### src/hdl/hied_map.svh
`ifndef HIED_MAP_SVH
`define HIED_MAP_SVH
`define HIED_IF_LEN       8'h09
`define HIED_IF_TYPE      8'h04
`define HIED_IF_NUM       8'h00
`define HIED_ALT_SINGLE   8'h00
`define HIED_ALT_MULTI    8'h01
`define HIED_NUM_EP       8'h01
`define HIED_CLASS_HUB    8'h09
`define HIED_SUBCLASS     8'h00
`define HIED_PROTO_ONE    8'h00
`define HIED_PROTO_TWO    8'h01
`define HIED_PROTO_MULTI  8'h02
`define HIED_IF_STRING    8'h00
`define HIED_EP_LEN       8'h07
`define HIED_EP_TYPE      8'h05
`define HIED_EP_ADDR      8'h81
`define HIED_EP_ATTR      8'h03
`define HIED_EP_MPS_LO    8'h01
`define HIED_EP_MPS_HI    8'h00
`define HIED_EP_INTERVAL  8'h0C
`define HIED_TOTAL_SINGLE 16'h0019
`define HIED_TOTAL_MULTI  16'h0029
`define HIED_NUMIF_TWO    8'h02
`define HIED_IDX_ZERO     6'h00
`define HIED_IDX_ONE      6'h01
`define HIED_LAST_SINGLE  6'h0F
`define HIED_LAST_MULTI   6'h1F
`define HIED_SEG_EP       6'h09
`define HIED_SEG_IF2      6'h10
`define HIED_SEG_EP2      6'h19
`define HIED_DATA_RST     8'h00
`define HIED_IF_OFF_LEN   6'h00
`define HIED_IF_OFF_TYPE  6'h01
`define HIED_IF_OFF_NUM   6'h02
`define HIED_IF_OFF_ALT   6'h03
`define HIED_IF_OFF_NEP   6'h04
`define HIED_IF_OFF_CLASS 6'h05
`define HIED_IF_OFF_SUB   6'h06
`define HIED_IF_OFF_PROTO 6'h07
`define HIED_IF_OFF_STR   6'h08
`define HIED_EP_OFF_LEN   6'h00
`define HIED_EP_OFF_TYPE  6'h01
`define HIED_EP_OFF_ADDR  6'h02
`define HIED_EP_OFF_ATTR  6'h03
`define HIED_EP_OFF_MPSL  6'h04
`define HIED_EP_OFF_MPSH  6'h05
`define HIED_EP_OFF_IVAL  6'h06
`endif

### src/hdl/hied_pkg.sv
package hied_pkg;
  typedef enum logic [1:0]
  {
    HIED_IDLE = 2'b00,
    HIED_SEND = 2'b01
  } hied_state_t;
endpackage
### src/hdl/hied_desc.sv
// Operation
// Single interface descriptor: length 09h, type 04h, number 00h, alternate 00h.
// Interface descriptors declare one endpoint, hub class 09h, subclass 00h.
// Single interface protocol 00h for one interface, 01h for two interfaces.
// Both interface descriptors give string index 00h.
// Multi interface matches single, but alternate 01h and protocol 02h.
// Multi interface and its endpoint sent only when multi-translator enabled.
// Endpoint descriptor: length 07h, type 05h, address 81h.
// Endpoint attributes 03h, interrupt, no synchronization.
// Endpoint maximum packet size 0001h, two bytes.
// Endpoint polling interval 0Ch.
// Multi endpoint descriptor identical to the single endpoint descriptor.
// Total length reported 0019h when enable clear, 0029h when set.
// Order single interface, endpoint, then multi pair; fields LSB first.
`timescale 1ns/100ps
`include "hied_map.svh"
// Interface descriptor table; ALT_SEL sets the alternate setting byte
module hied_if_rom
#(
  parameter logic [7:0] ALT_SEL = `HIED_ALT_SINGLE
)
(
  input  wire logic [5:0] off_i,
  input  wire logic [7:0] proto_i,
  output logic      [7:0] byte_o
);
  always_comb
  begin
    unique case (off_i)
      `HIED_IF_OFF_LEN:
      begin
        byte_o = `HIED_IF_LEN;
      end
      `HIED_IF_OFF_TYPE:
      begin
        byte_o = `HIED_IF_TYPE;
      end
      `HIED_IF_OFF_NUM:
      begin
        byte_o = `HIED_IF_NUM;
      end
      `HIED_IF_OFF_ALT:
      begin
        byte_o = ALT_SEL;
      end
      `HIED_IF_OFF_NEP:
      begin
        byte_o = `HIED_NUM_EP;
      end
      `HIED_IF_OFF_CLASS:
      begin
        byte_o = `HIED_CLASS_HUB;
      end
      `HIED_IF_OFF_SUB:
      begin
        byte_o = `HIED_SUBCLASS;
      end
      `HIED_IF_OFF_PROTO:
      begin
        byte_o = proto_i;
      end
      `HIED_IF_OFF_STR:
      begin
        byte_o = `HIED_IF_STRING;
      end
      default:
      begin
        byte_o = `HIED_DATA_RST;
      end
    endcase
  end
endmodule

// Status-change endpoint table, shared by both translator variants
module hied_ep_rom
(
  input  wire logic [5:0] off_i,
  output logic      [7:0] byte_o
);
  always_comb
  begin
    unique case (off_i)
      `HIED_EP_OFF_LEN:
      begin
        byte_o = `HIED_EP_LEN;
      end
      `HIED_EP_OFF_TYPE:
      begin
        byte_o = `HIED_EP_TYPE;
      end
      `HIED_EP_OFF_ADDR:
      begin
        byte_o = `HIED_EP_ADDR;
      end
      `HIED_EP_OFF_ATTR:
      begin
        byte_o = `HIED_EP_ATTR;
      end
      `HIED_EP_OFF_MPSL:
      begin
        byte_o = `HIED_EP_MPS_LO;
      end
      `HIED_EP_OFF_MPSH:
      begin
        byte_o = `HIED_EP_MPS_HI;
      end
      `HIED_EP_OFF_IVAL:
      begin
        byte_o = `HIED_EP_INTERVAL;
      end
      default:
      begin
        byte_o = `HIED_DATA_RST;
      end
    endcase
  end
endmodule

// Streams the descriptor bytes one per accepted handshake
module hied_desc
(
  input  wire logic       clk_i,
  input  wire logic       rst_i,
  input  wire logic       multi_translator_enable_i,
  input  wire logic [7:0] num_interfaces_i,
  input  wire logic       start_i,
  input  wire logic       ready_i,
  output logic            valid_o,
  output logic [7:0]      data_o,
  output logic            last_o,
  output logic            busy_o,
  output logic [15:0]     total_length_o
);
  hied_pkg::hied_state_t state_reg;
  hied_pkg::hied_state_t state_next;
  logic [5:0]            idx_reg;
  logic [5:0]            idx_next;
  logic                  multi_reg;
  logic                  multi_next;
  logic [7:0]            data_reg;
  logic [7:0]            data_next;
  logic [15:0]           total_reg;
  logic [15:0]           total_next;
  logic [5:0]            last_idx;
  logic [5:0]            off;
  logic [5:0]            fetch_idx;
  logic [7:0]            proto_single;
  logic [7:0]            if_single_byte;
  logic [7:0]            if_multi_byte;
  logic [7:0]            ep_single_byte;
  logic [7:0]            ep_multi_byte;
  logic [7:0]            byte_val;

  // Enable is sampled at start so a frame never changes shape midway
  assign last_idx     = multi_reg ? `HIED_LAST_MULTI : `HIED_LAST_SINGLE;
  // Protocol follows the live count; the host must hold it during a frame
  assign proto_single = (num_interfaces_i == `HIED_NUMIF_TWO) ? `HIED_PROTO_TWO
                        : `HIED_PROTO_ONE;

  // Offset of the fetched byte inside its own descriptor
  always_comb
  begin
    off = `HIED_IDX_ZERO;
    if (fetch_idx < `HIED_SEG_EP)
    begin
      off = fetch_idx;
    end
    else if (fetch_idx < `HIED_SEG_IF2)
    begin
      off = fetch_idx - `HIED_SEG_EP;
    end
    else if (fetch_idx < `HIED_SEG_EP2)
    begin
      off = fetch_idx - `HIED_SEG_IF2;
    end
    else
    begin
      off = fetch_idx - `HIED_SEG_EP2;
    end
  end

  // One table per descriptor; the endpoint pair is identical by design
  hied_if_rom
  #(
    .ALT_SEL (`HIED_ALT_SINGLE)
  )
  u_if_single
  (
    .off_i   (off),
    .proto_i (proto_single),
    .byte_o  (if_single_byte)
  );
  hied_ep_rom u_ep_single
  (
    .off_i  (off),
    .byte_o (ep_single_byte)
  );
  hied_if_rom
  #(
    .ALT_SEL (`HIED_ALT_MULTI)
  )
  u_if_multi
  (
    .off_i   (off),
    .proto_i (`HIED_PROTO_MULTI),
    .byte_o  (if_multi_byte)
  );
  hied_ep_rom u_ep_multi
  (
    .off_i  (off),
    .byte_o (ep_multi_byte)
  );

  // Segment select: fetch_idx picks which byte data_reg will hold next
  always_comb
  begin
    byte_val = if_single_byte;
    if (fetch_idx < `HIED_SEG_EP)
    begin
      byte_val = if_single_byte;
    end
    else if (fetch_idx < `HIED_SEG_IF2)
    begin
      byte_val = ep_single_byte;
    end
    else if (fetch_idx < `HIED_SEG_EP2)
    begin
      byte_val = if_multi_byte;
    end
    else
    begin
      byte_val = ep_multi_byte;
    end
  end

  always_comb
  begin
    state_next = state_reg;
    idx_next   = idx_reg;
    multi_next = multi_reg;
    data_next  = data_reg;
    total_next = multi_translator_enable_i ? `HIED_TOTAL_MULTI : `HIED_TOTAL_SINGLE;
    fetch_idx  = `HIED_IDX_ZERO;
    unique case (state_reg)
      hied_pkg::HIED_IDLE:
      begin
        if (start_i)
        begin
          state_next = hied_pkg::HIED_SEND;
          idx_next   = `HIED_IDX_ZERO;
          multi_next = multi_translator_enable_i;
          fetch_idx  = `HIED_IDX_ZERO;
          data_next  = byte_val;
        end
      end
      hied_pkg::HIED_SEND:
      begin
        fetch_idx = idx_reg + `HIED_IDX_ONE;
        if (ready_i)
        begin
          if (idx_reg == last_idx)
            state_next = hied_pkg::HIED_IDLE;
          else
          begin
            idx_next  = idx_reg + `HIED_IDX_ONE;
            data_next = byte_val;
          end
        end
      end
      default:
      begin
        state_next = hied_pkg::HIED_IDLE;
      end
    endcase
  end

  always_ff @(posedge clk_i or posedge rst_i)
  begin
    if (rst_i)
    begin
      state_reg <= hied_pkg::HIED_IDLE;
      idx_reg   <= `HIED_IDX_ZERO;
      multi_reg <= 1'b0;
      data_reg  <= `HIED_DATA_RST;
      total_reg <= `HIED_TOTAL_SINGLE;
    end
    else
    begin
      state_reg <= state_next;
      idx_reg   <= idx_next;
      multi_reg <= multi_next;
      data_reg  <= data_next;
      total_reg <= total_next;
    end
  end

  assign valid_o        = (state_reg == hied_pkg::HIED_SEND);
  assign busy_o         = (state_reg == hied_pkg::HIED_SEND);
  assign last_o         = valid_o && (idx_reg == last_idx);
  assign data_o         = data_reg;
  assign total_length_o = total_reg;
endmodule

### config.mk
export PLATFORM = sky130hd
export DESIGN_NAME = hied_desc
export DESIGN_NICKNAME = d
export VERILOG_FILES = /design/src/hdl/hied_pkg.sv /design/src/hdl/hied_desc.sv
export VERILOG_INCLUDE_DIRS = /design/src /design/src/hdl
export SDC_FILE = /design/constraint.sdc
export NUM_CORES = 1
export LEC_CHECK = 0
export BUFFER_PORTS_ARGS = -buffer_cell sky130_fd_sc_hd__buf_4
export CAP_MARGIN = 0
export CORE_ASPECT_RATIO = 0.7
export CORE_MARGIN = 4
export CORE_UTILIZATION = 35
export CTS_CLUSTER_DIAMETER = 60
export CTS_CLUSTER_SIZE = 12
export DETAILED_ROUTE_END_ITERATION = 12
export HOLD_SLACK_MARGIN = 0.02
export PLACE_DENSITY = 0.51
export SYNTH_ARGS = -nofsm -noshare
export SYNTH_HDL_FRONTEND = slang
export SYNTH_HIERARCHICAL = 1
export SYNTH_SLANG_ARGS = --single-unit
### constraint.sdc
create_clock -name clk_i -period 11.7 [get_ports clk_i]
set_input_delay 2.34 -clock clk_i [delete_from_list [all_inputs] [get_ports clk_i]]
set_output_delay 2.34 -clock clk_i [all_outputs]
set_load 0.005 [all_outputs]
# After elaboration in Yosys (flattened, before gate mapping)
# Index checks and enable logic that the tools add are counted.
# word_totals
inputBits	13
word_cells	60
register_bits	23
# op_classes
n_mux	25
reduce_logical	9
magnitude_cmp	3
n_addsub	4
n_eq_ne	14
# op_table
cell	count
6-bit 2-to-1 mux	8
8-bit 2-to-1 mux	6
8-bit one-hot mux with 6 select lines	1
4-bit one-hot mux with 4 select lines	2
6-bit by 3-bit == test with 1-bit output (second input constant)	4
8-bit one-hot mux with 2 select lines	1
6-bit by 2-bit == test with 1-bit output (second input constant)	2
6-bit by 5-bit less-than comparator with 1-bit output (second input constant)	2
6-bit one-hot mux with 2 select lines	1
6-bit by 5-bit subtractor with 6-bit output (second input constant)	2
8-bit by 2-bit == test with 1-bit output (second input constant)	1
6-bit by 1-bit adder with 6-bit output (second input constant)	1
6-bit by 1-bit == test with 1-bit output (second input constant)	1
6-bit by 5-bit == test with 1-bit output	1
6-bit zero test	1
6-bit by 4-bit less-than comparator with 1-bit output (second input constant)	1
2-bit 2-to-1 mux	3
2-bit != test (second input constant)	3
6-bit by 4-bit subtractor with 6-bit output (second input constant)	1
5-bit 2-to-1 mux	1
2-bit one-hot mux with 2 select lines	1
4-bit AND reduction	1
2-bit OR reduction	2
3-bit AND reduction	1
other kinds (7)	7

# Longest topological paths before layout
# logic_depth
depth_word	15
ltp_mapped	17
ltp_nobuf	16

# Hierarchy
# Netlist, hierarchy kept.
# by_module_without_submodules
module	seq_area_each_um2	n_inst	area_each_um2	cells_per_inst
hied_desc	451.7	1	1526.5	191
hied_ep_rom	0.0	2	97.6	14
hied_if_rom at u_if_multi	0.0	1	118.9	19
hied_if_rom at u_if_single	0.0	1	112.6	18

# Least setup slack after synthesis
# OpenSTA, ideal clock, no wires.
# synth_path
path_kind	register to register
start	register state_reg[0]
end	register data_reg[1], in the netlist data_o[1]
t_arrival_ps	3844
synth_period_minus_slack_ps	3931
stages_incl_launch_ff	17
path_slack_ps	7769
setup_ps	87
path_cell_list	dfrtp_1 -> buf_2 -> and2_0 -> mux2_2 -> inv_2 -> buf_2 -> ha_1 -> and3_1 -> buf_4 -> nor2_1 -> mux2_1 -> o21ai_1 -> and4_4 -> and2_1 -> a31oi_1 -> a221o_1 -> o211ai_1
# synth_via
elab_chain_cells	15
elab_cells_between_ends	36
# synth_lines
element	line_no	rtl
from (decl)	hied_desc.sv:134	hied_pkg::hied_state_t state_reg;
from (signal assigned)	hied_desc.sv:281	state_reg <= hied_pkg::HIED_IDLE;
from (signal assigned)	hied_desc.sv:289	state_reg <= state_next;
2-bit by 1-bit == test with 1-bit output *	hied_desc.sv:244	unique case (state_reg)
6-bit 2-to-1 mux *	n/a	
6-bit by 5-bit subtractor with 6-bit output (no source line) / 6-bit by 5-bit less-than comparator with 1-bit output (equally long branches)	n/a	
6-bit 2-to-1 mux	hied_desc.sv:172	else if (fetch_idx < `HIED_SEG_EP2)
6-bit 2-to-1 mux	hied_desc.sv:168	else if (fetch_idx < `HIED_SEG_IF2)
6-bit 2-to-1 mux *	hied_desc.sv:164	if (fetch_idx < `HIED_SEG_EP)
via off[2]	hied_desc.sv:145	logic [5:0] off;
6-bit by 3-bit == test with 1-bit output (tied with other cells)	hied_desc.sv:29	unique case (off_i)
2-bit OR reduction (no source line)	n/a	
4-bit one-hot mux with 4 select lines *	hied_desc.sv:29	
via if_multi_byte[1]	hied_desc.sv:149	logic [7:0] if_multi_byte;
8-bit 2-to-1 mux *	hied_desc.sv:226	else if (fetch_idx < `HIED_SEG_EP2)
8-bit 2-to-1 mux *	hied_desc.sv:222	else if (fetch_idx < `HIED_SEG_IF2)
8-bit 2-to-1 mux *	hied_desc.sv:218	if (fetch_idx < `HIED_SEG_EP)
8-bit 2-to-1 mux	hied_desc.sv:261	if (idx_reg == last_idx)
8-bit 2-to-1 mux	hied_desc.sv:259	if (ready_i)
8-bit one-hot mux with 2 select lines *	hied_desc.sv:244	
to (signal assigned)	hied_desc.sv:284	data_reg <= `HIED_DATA_RST;
to (signal assigned)	hied_desc.sv:292	data_reg <= data_next;
to (decl)	hied_desc.sv:140	logic [7:0] data_reg;
# Mark *: on every way through the listed nets, which the timed path passes. The rest lies on a longest branch. The select of a mux whose other input is x is not followed.
# A chain may end at the register's enable or synchronous reset.

# Worst setup path in the final report
# Ends and elaborated chain as after synthesis.

==> impl_metrics.tcl <==
set metrics [dict create \
    outcome "complete, no violations" \
    die_x_um 97.3 \
    grt_pass1_vias 1427 \
    cts_buffers 3 \
    slew_headroom_pct 43.7 \
    synth_ff_type "dfrtp_1" \
    rows 22 \
    cts_setup_buffers 0 \
    clock_sinks 18 \
    synth_warnings 6 \
    synthToLayoutAreaGrowth_pct 12.6 \
    end_kind "flop" \
    grt-ovfl-total 0 \
    ys_seq_area_share_pct 23.1 \
    fin_crit_sh_pct 35.6 \
    syn-mean-instance-area_sq_um 7.63 \
    portBuffers 25 \
    dp_hpwl_um 3390 \
    wl_um 4660 \
    synth_edf_count 0 \
    path_clk_slew_ps 80 \
    synth_cells 256 \
    worstPathArrival_ps 4340 \
    crit_type "reg -> reg" \
    gp_congestion 0.833 \
    clockRootBuffer "clkbuf_8" \
    vias 1712 \
    grt_pass1_wl_um 7650 \
    ys_ff_latch 18 \
    grt_usage_pct 13.5 \
    period_minus_slack_ps 4160 \
    worst_slew_pin_slew_ps 844 \
    ff_latch_area_sq_um 452 \
    setup_ws_ps 7540 \
    finalSetupTns_ps 0 \
    design_area_sq_um 2200 \
    wl_per_cell_um 13.1 \
    antenna_found_initial 0 \
    setup_viol 0 \
    hold_violations 0 \
    cp_data_required_time_ps 11880 \
    viasPerCell 4.80 \
    largest_reg_flops 8 \
    drtIter0Drc 131 \
    ctsResizeCount 0 \
    startpoint_type "flop" \
    final_layout_size_suffix_gt1_share_pct 19.3 \
    clkLatencyLatePin_ps 260 \
    grt_setup_unrepaired "no" \
    netlist_area_sq_um 1950 \
    nNetsFinal 304 \
    fin_worst_hold_slack_ps 510 \
    cts_tree "done" \
    synth.distinct_cells 49 \
    grt_max_degree 36 \
    ctsHtreeMaxLevel 1 \
    diodes 0 \
    pre_cts_ws_ps 7580 \
    nFillCells 550 \
    placed_area_sq_um 2140 \
    start_util_pct 36.8 \
    synthArstFlopShare_pct 100 \
    dieArea_sq_um 6860 \
    cap_violations 0 \
    cts_hold_buf 0 \
    holdCritPathClass "reg -> reg" \
    core-area_sq_um 5310 \
    ios 40 \
    drc 0 \
    slew_violations 0 \
    fin_skew_ps 9.08 \
    drtPass1Iterations 4 \
    path_max_fanout 26 \
    fmax_mhz 240 \
    final_antenna_net_count 0 \
    die_h_um 70.5 \
    clk_path_buf_depth 2 \
    multi_input_area_sq_um 1370 \
]
==> Yosys cell counts (3+ instances only) <==
cell type  instances  share of area (%)
nor3_1             4                1.0
o211ai_1           8                3.1
nand3_1            5                1.3
clkbuf_1           4               0.77
a31oi_1           10                3.2
xnor2_1            3                1.3
nand3_2            3                1.5
and3_1             5                1.6
o21ai_0           16                4.1
nor2_1             7                1.3
or2_2              5                1.6
nand2_1           43                8.3
conb_1             4               0.77
a221o_1            8                4.1
o21ai_1            7                1.8
ha_1               5                3.2
xor2_1             4                1.8
buf_2              7                1.8
and2_1            11                3.5
a21oi_1           10                2.6
nor2b_1            5                1.6
inv_1              5               0.96
dfrtp_1           17                 22
buf_4             22                8.5
nand2b_1           6                1.9
==> cell usage in the layout, fill, tap and decap left out, types with 5 or more instances in the layout <==
| cell type | n |
|---|---|
| a21oi_1 | 10 |
| a221o_1 | 8 |
| a31oi_1 | 10 |
| and2_1 | 11 |
| and3_1 | 5 |
| buf_4 | 28 |
| conb_1 | 35 |
| dfrtp_1 | 17 |
| ha_1 | 5 |
| inv_1 | 5 |
| nand2_1 | 43 |
| nand2b_1 | 6 |
| nand3_1 | 5 |
| nor2_1 | 7 |
| nor2b_1 | 5 |
| o211ai_1 | 8 |
| o21ai_0 | 16 |
| o21ai_1 | 7 |
| or2_2 | 5 |
==> routing by layer <==
metal	track usage, %	vias to the layer above	routed length, um	share of wire (%)
met4	3.23	0	38	0.82
met3	2.20	2	205	4.4
met1	23.3	769	2660	57
li1	-	906	-	-
met2	16.1	35	1750	38
met5	0	-	0	0
==> cell type report <==
class,count,share of cell area (%)
multi-input combinational,229,62.3
sequential,18,20.5
timing repair buffer,28,9.56
tap,72,4.10
clock buffer,4,2.50
inverter,6,1.02
==> through the flow <==
| step | std cells | util, % |
|---|---|---|
| 6_report | 357 | 41.4 |
| 5_1_grt | 357 | 41.4 |
| 4_1_cts | 357 | 41.4 |
| 3_5_place_dp | 353 | 40.3 |
| 3_3_place_gp | 353 | 40.3 |
| 2_1_floorplan | 287 | - |
==> path summary, 6_finish.rpt <==
path                              start         end  slack, ps  cells past startpoint
setup / recovery           state_reg[0]   data_o[1]       7540                     13
hold / removal                data_o[7]   data_o[7]        510                      2
setup reg to reg           state_reg[0]   data_o[1]       7540                     13
hold reg to reg               data_o[7]   data_o[7]        510                      2
max in group asynchronous         rst_i   data_o[2]       9070                      2
min in group asynchronous         rst_i  idx_reg[1]       2180                      2
==> cell families (layout without fill, tap and decap cells) <==
group / Yosys count / in the layout / synth area share [%]
multiplexers: 5 / 5 / 3.40
buffers and inverters: 40 / 38 / 12.7
AO/OA/AOI/OAI: 66 / 66 / 21.6
AND/OR/NAND/NOR: 111 / 111 / 32.0
flip-flops: 18 / 18 / 23.1
XOR/XNOR: 7 / 7 / 3.14
adder cells (fa/ha/maj): 5 / 5 / 3.20
other: 4 / 35 / 0.769
==> critical path, stage by stage, from the launching register on <==
cell	delay, ps
dfrtp_1	570
and2_0	230
mux2_2	380
inv_2	220
ha_1	750
and2_4	370
or2_4	150
mux2i_1	190
buf_4	250
and4_4	260
and2_1	120
a31oi_1	80
a221o_1	390
o211ai_1	90
Power is left out: the tool's default activity adds up to more than one toggle a clock period on the data nets, which glitch-free logic cannot reach.
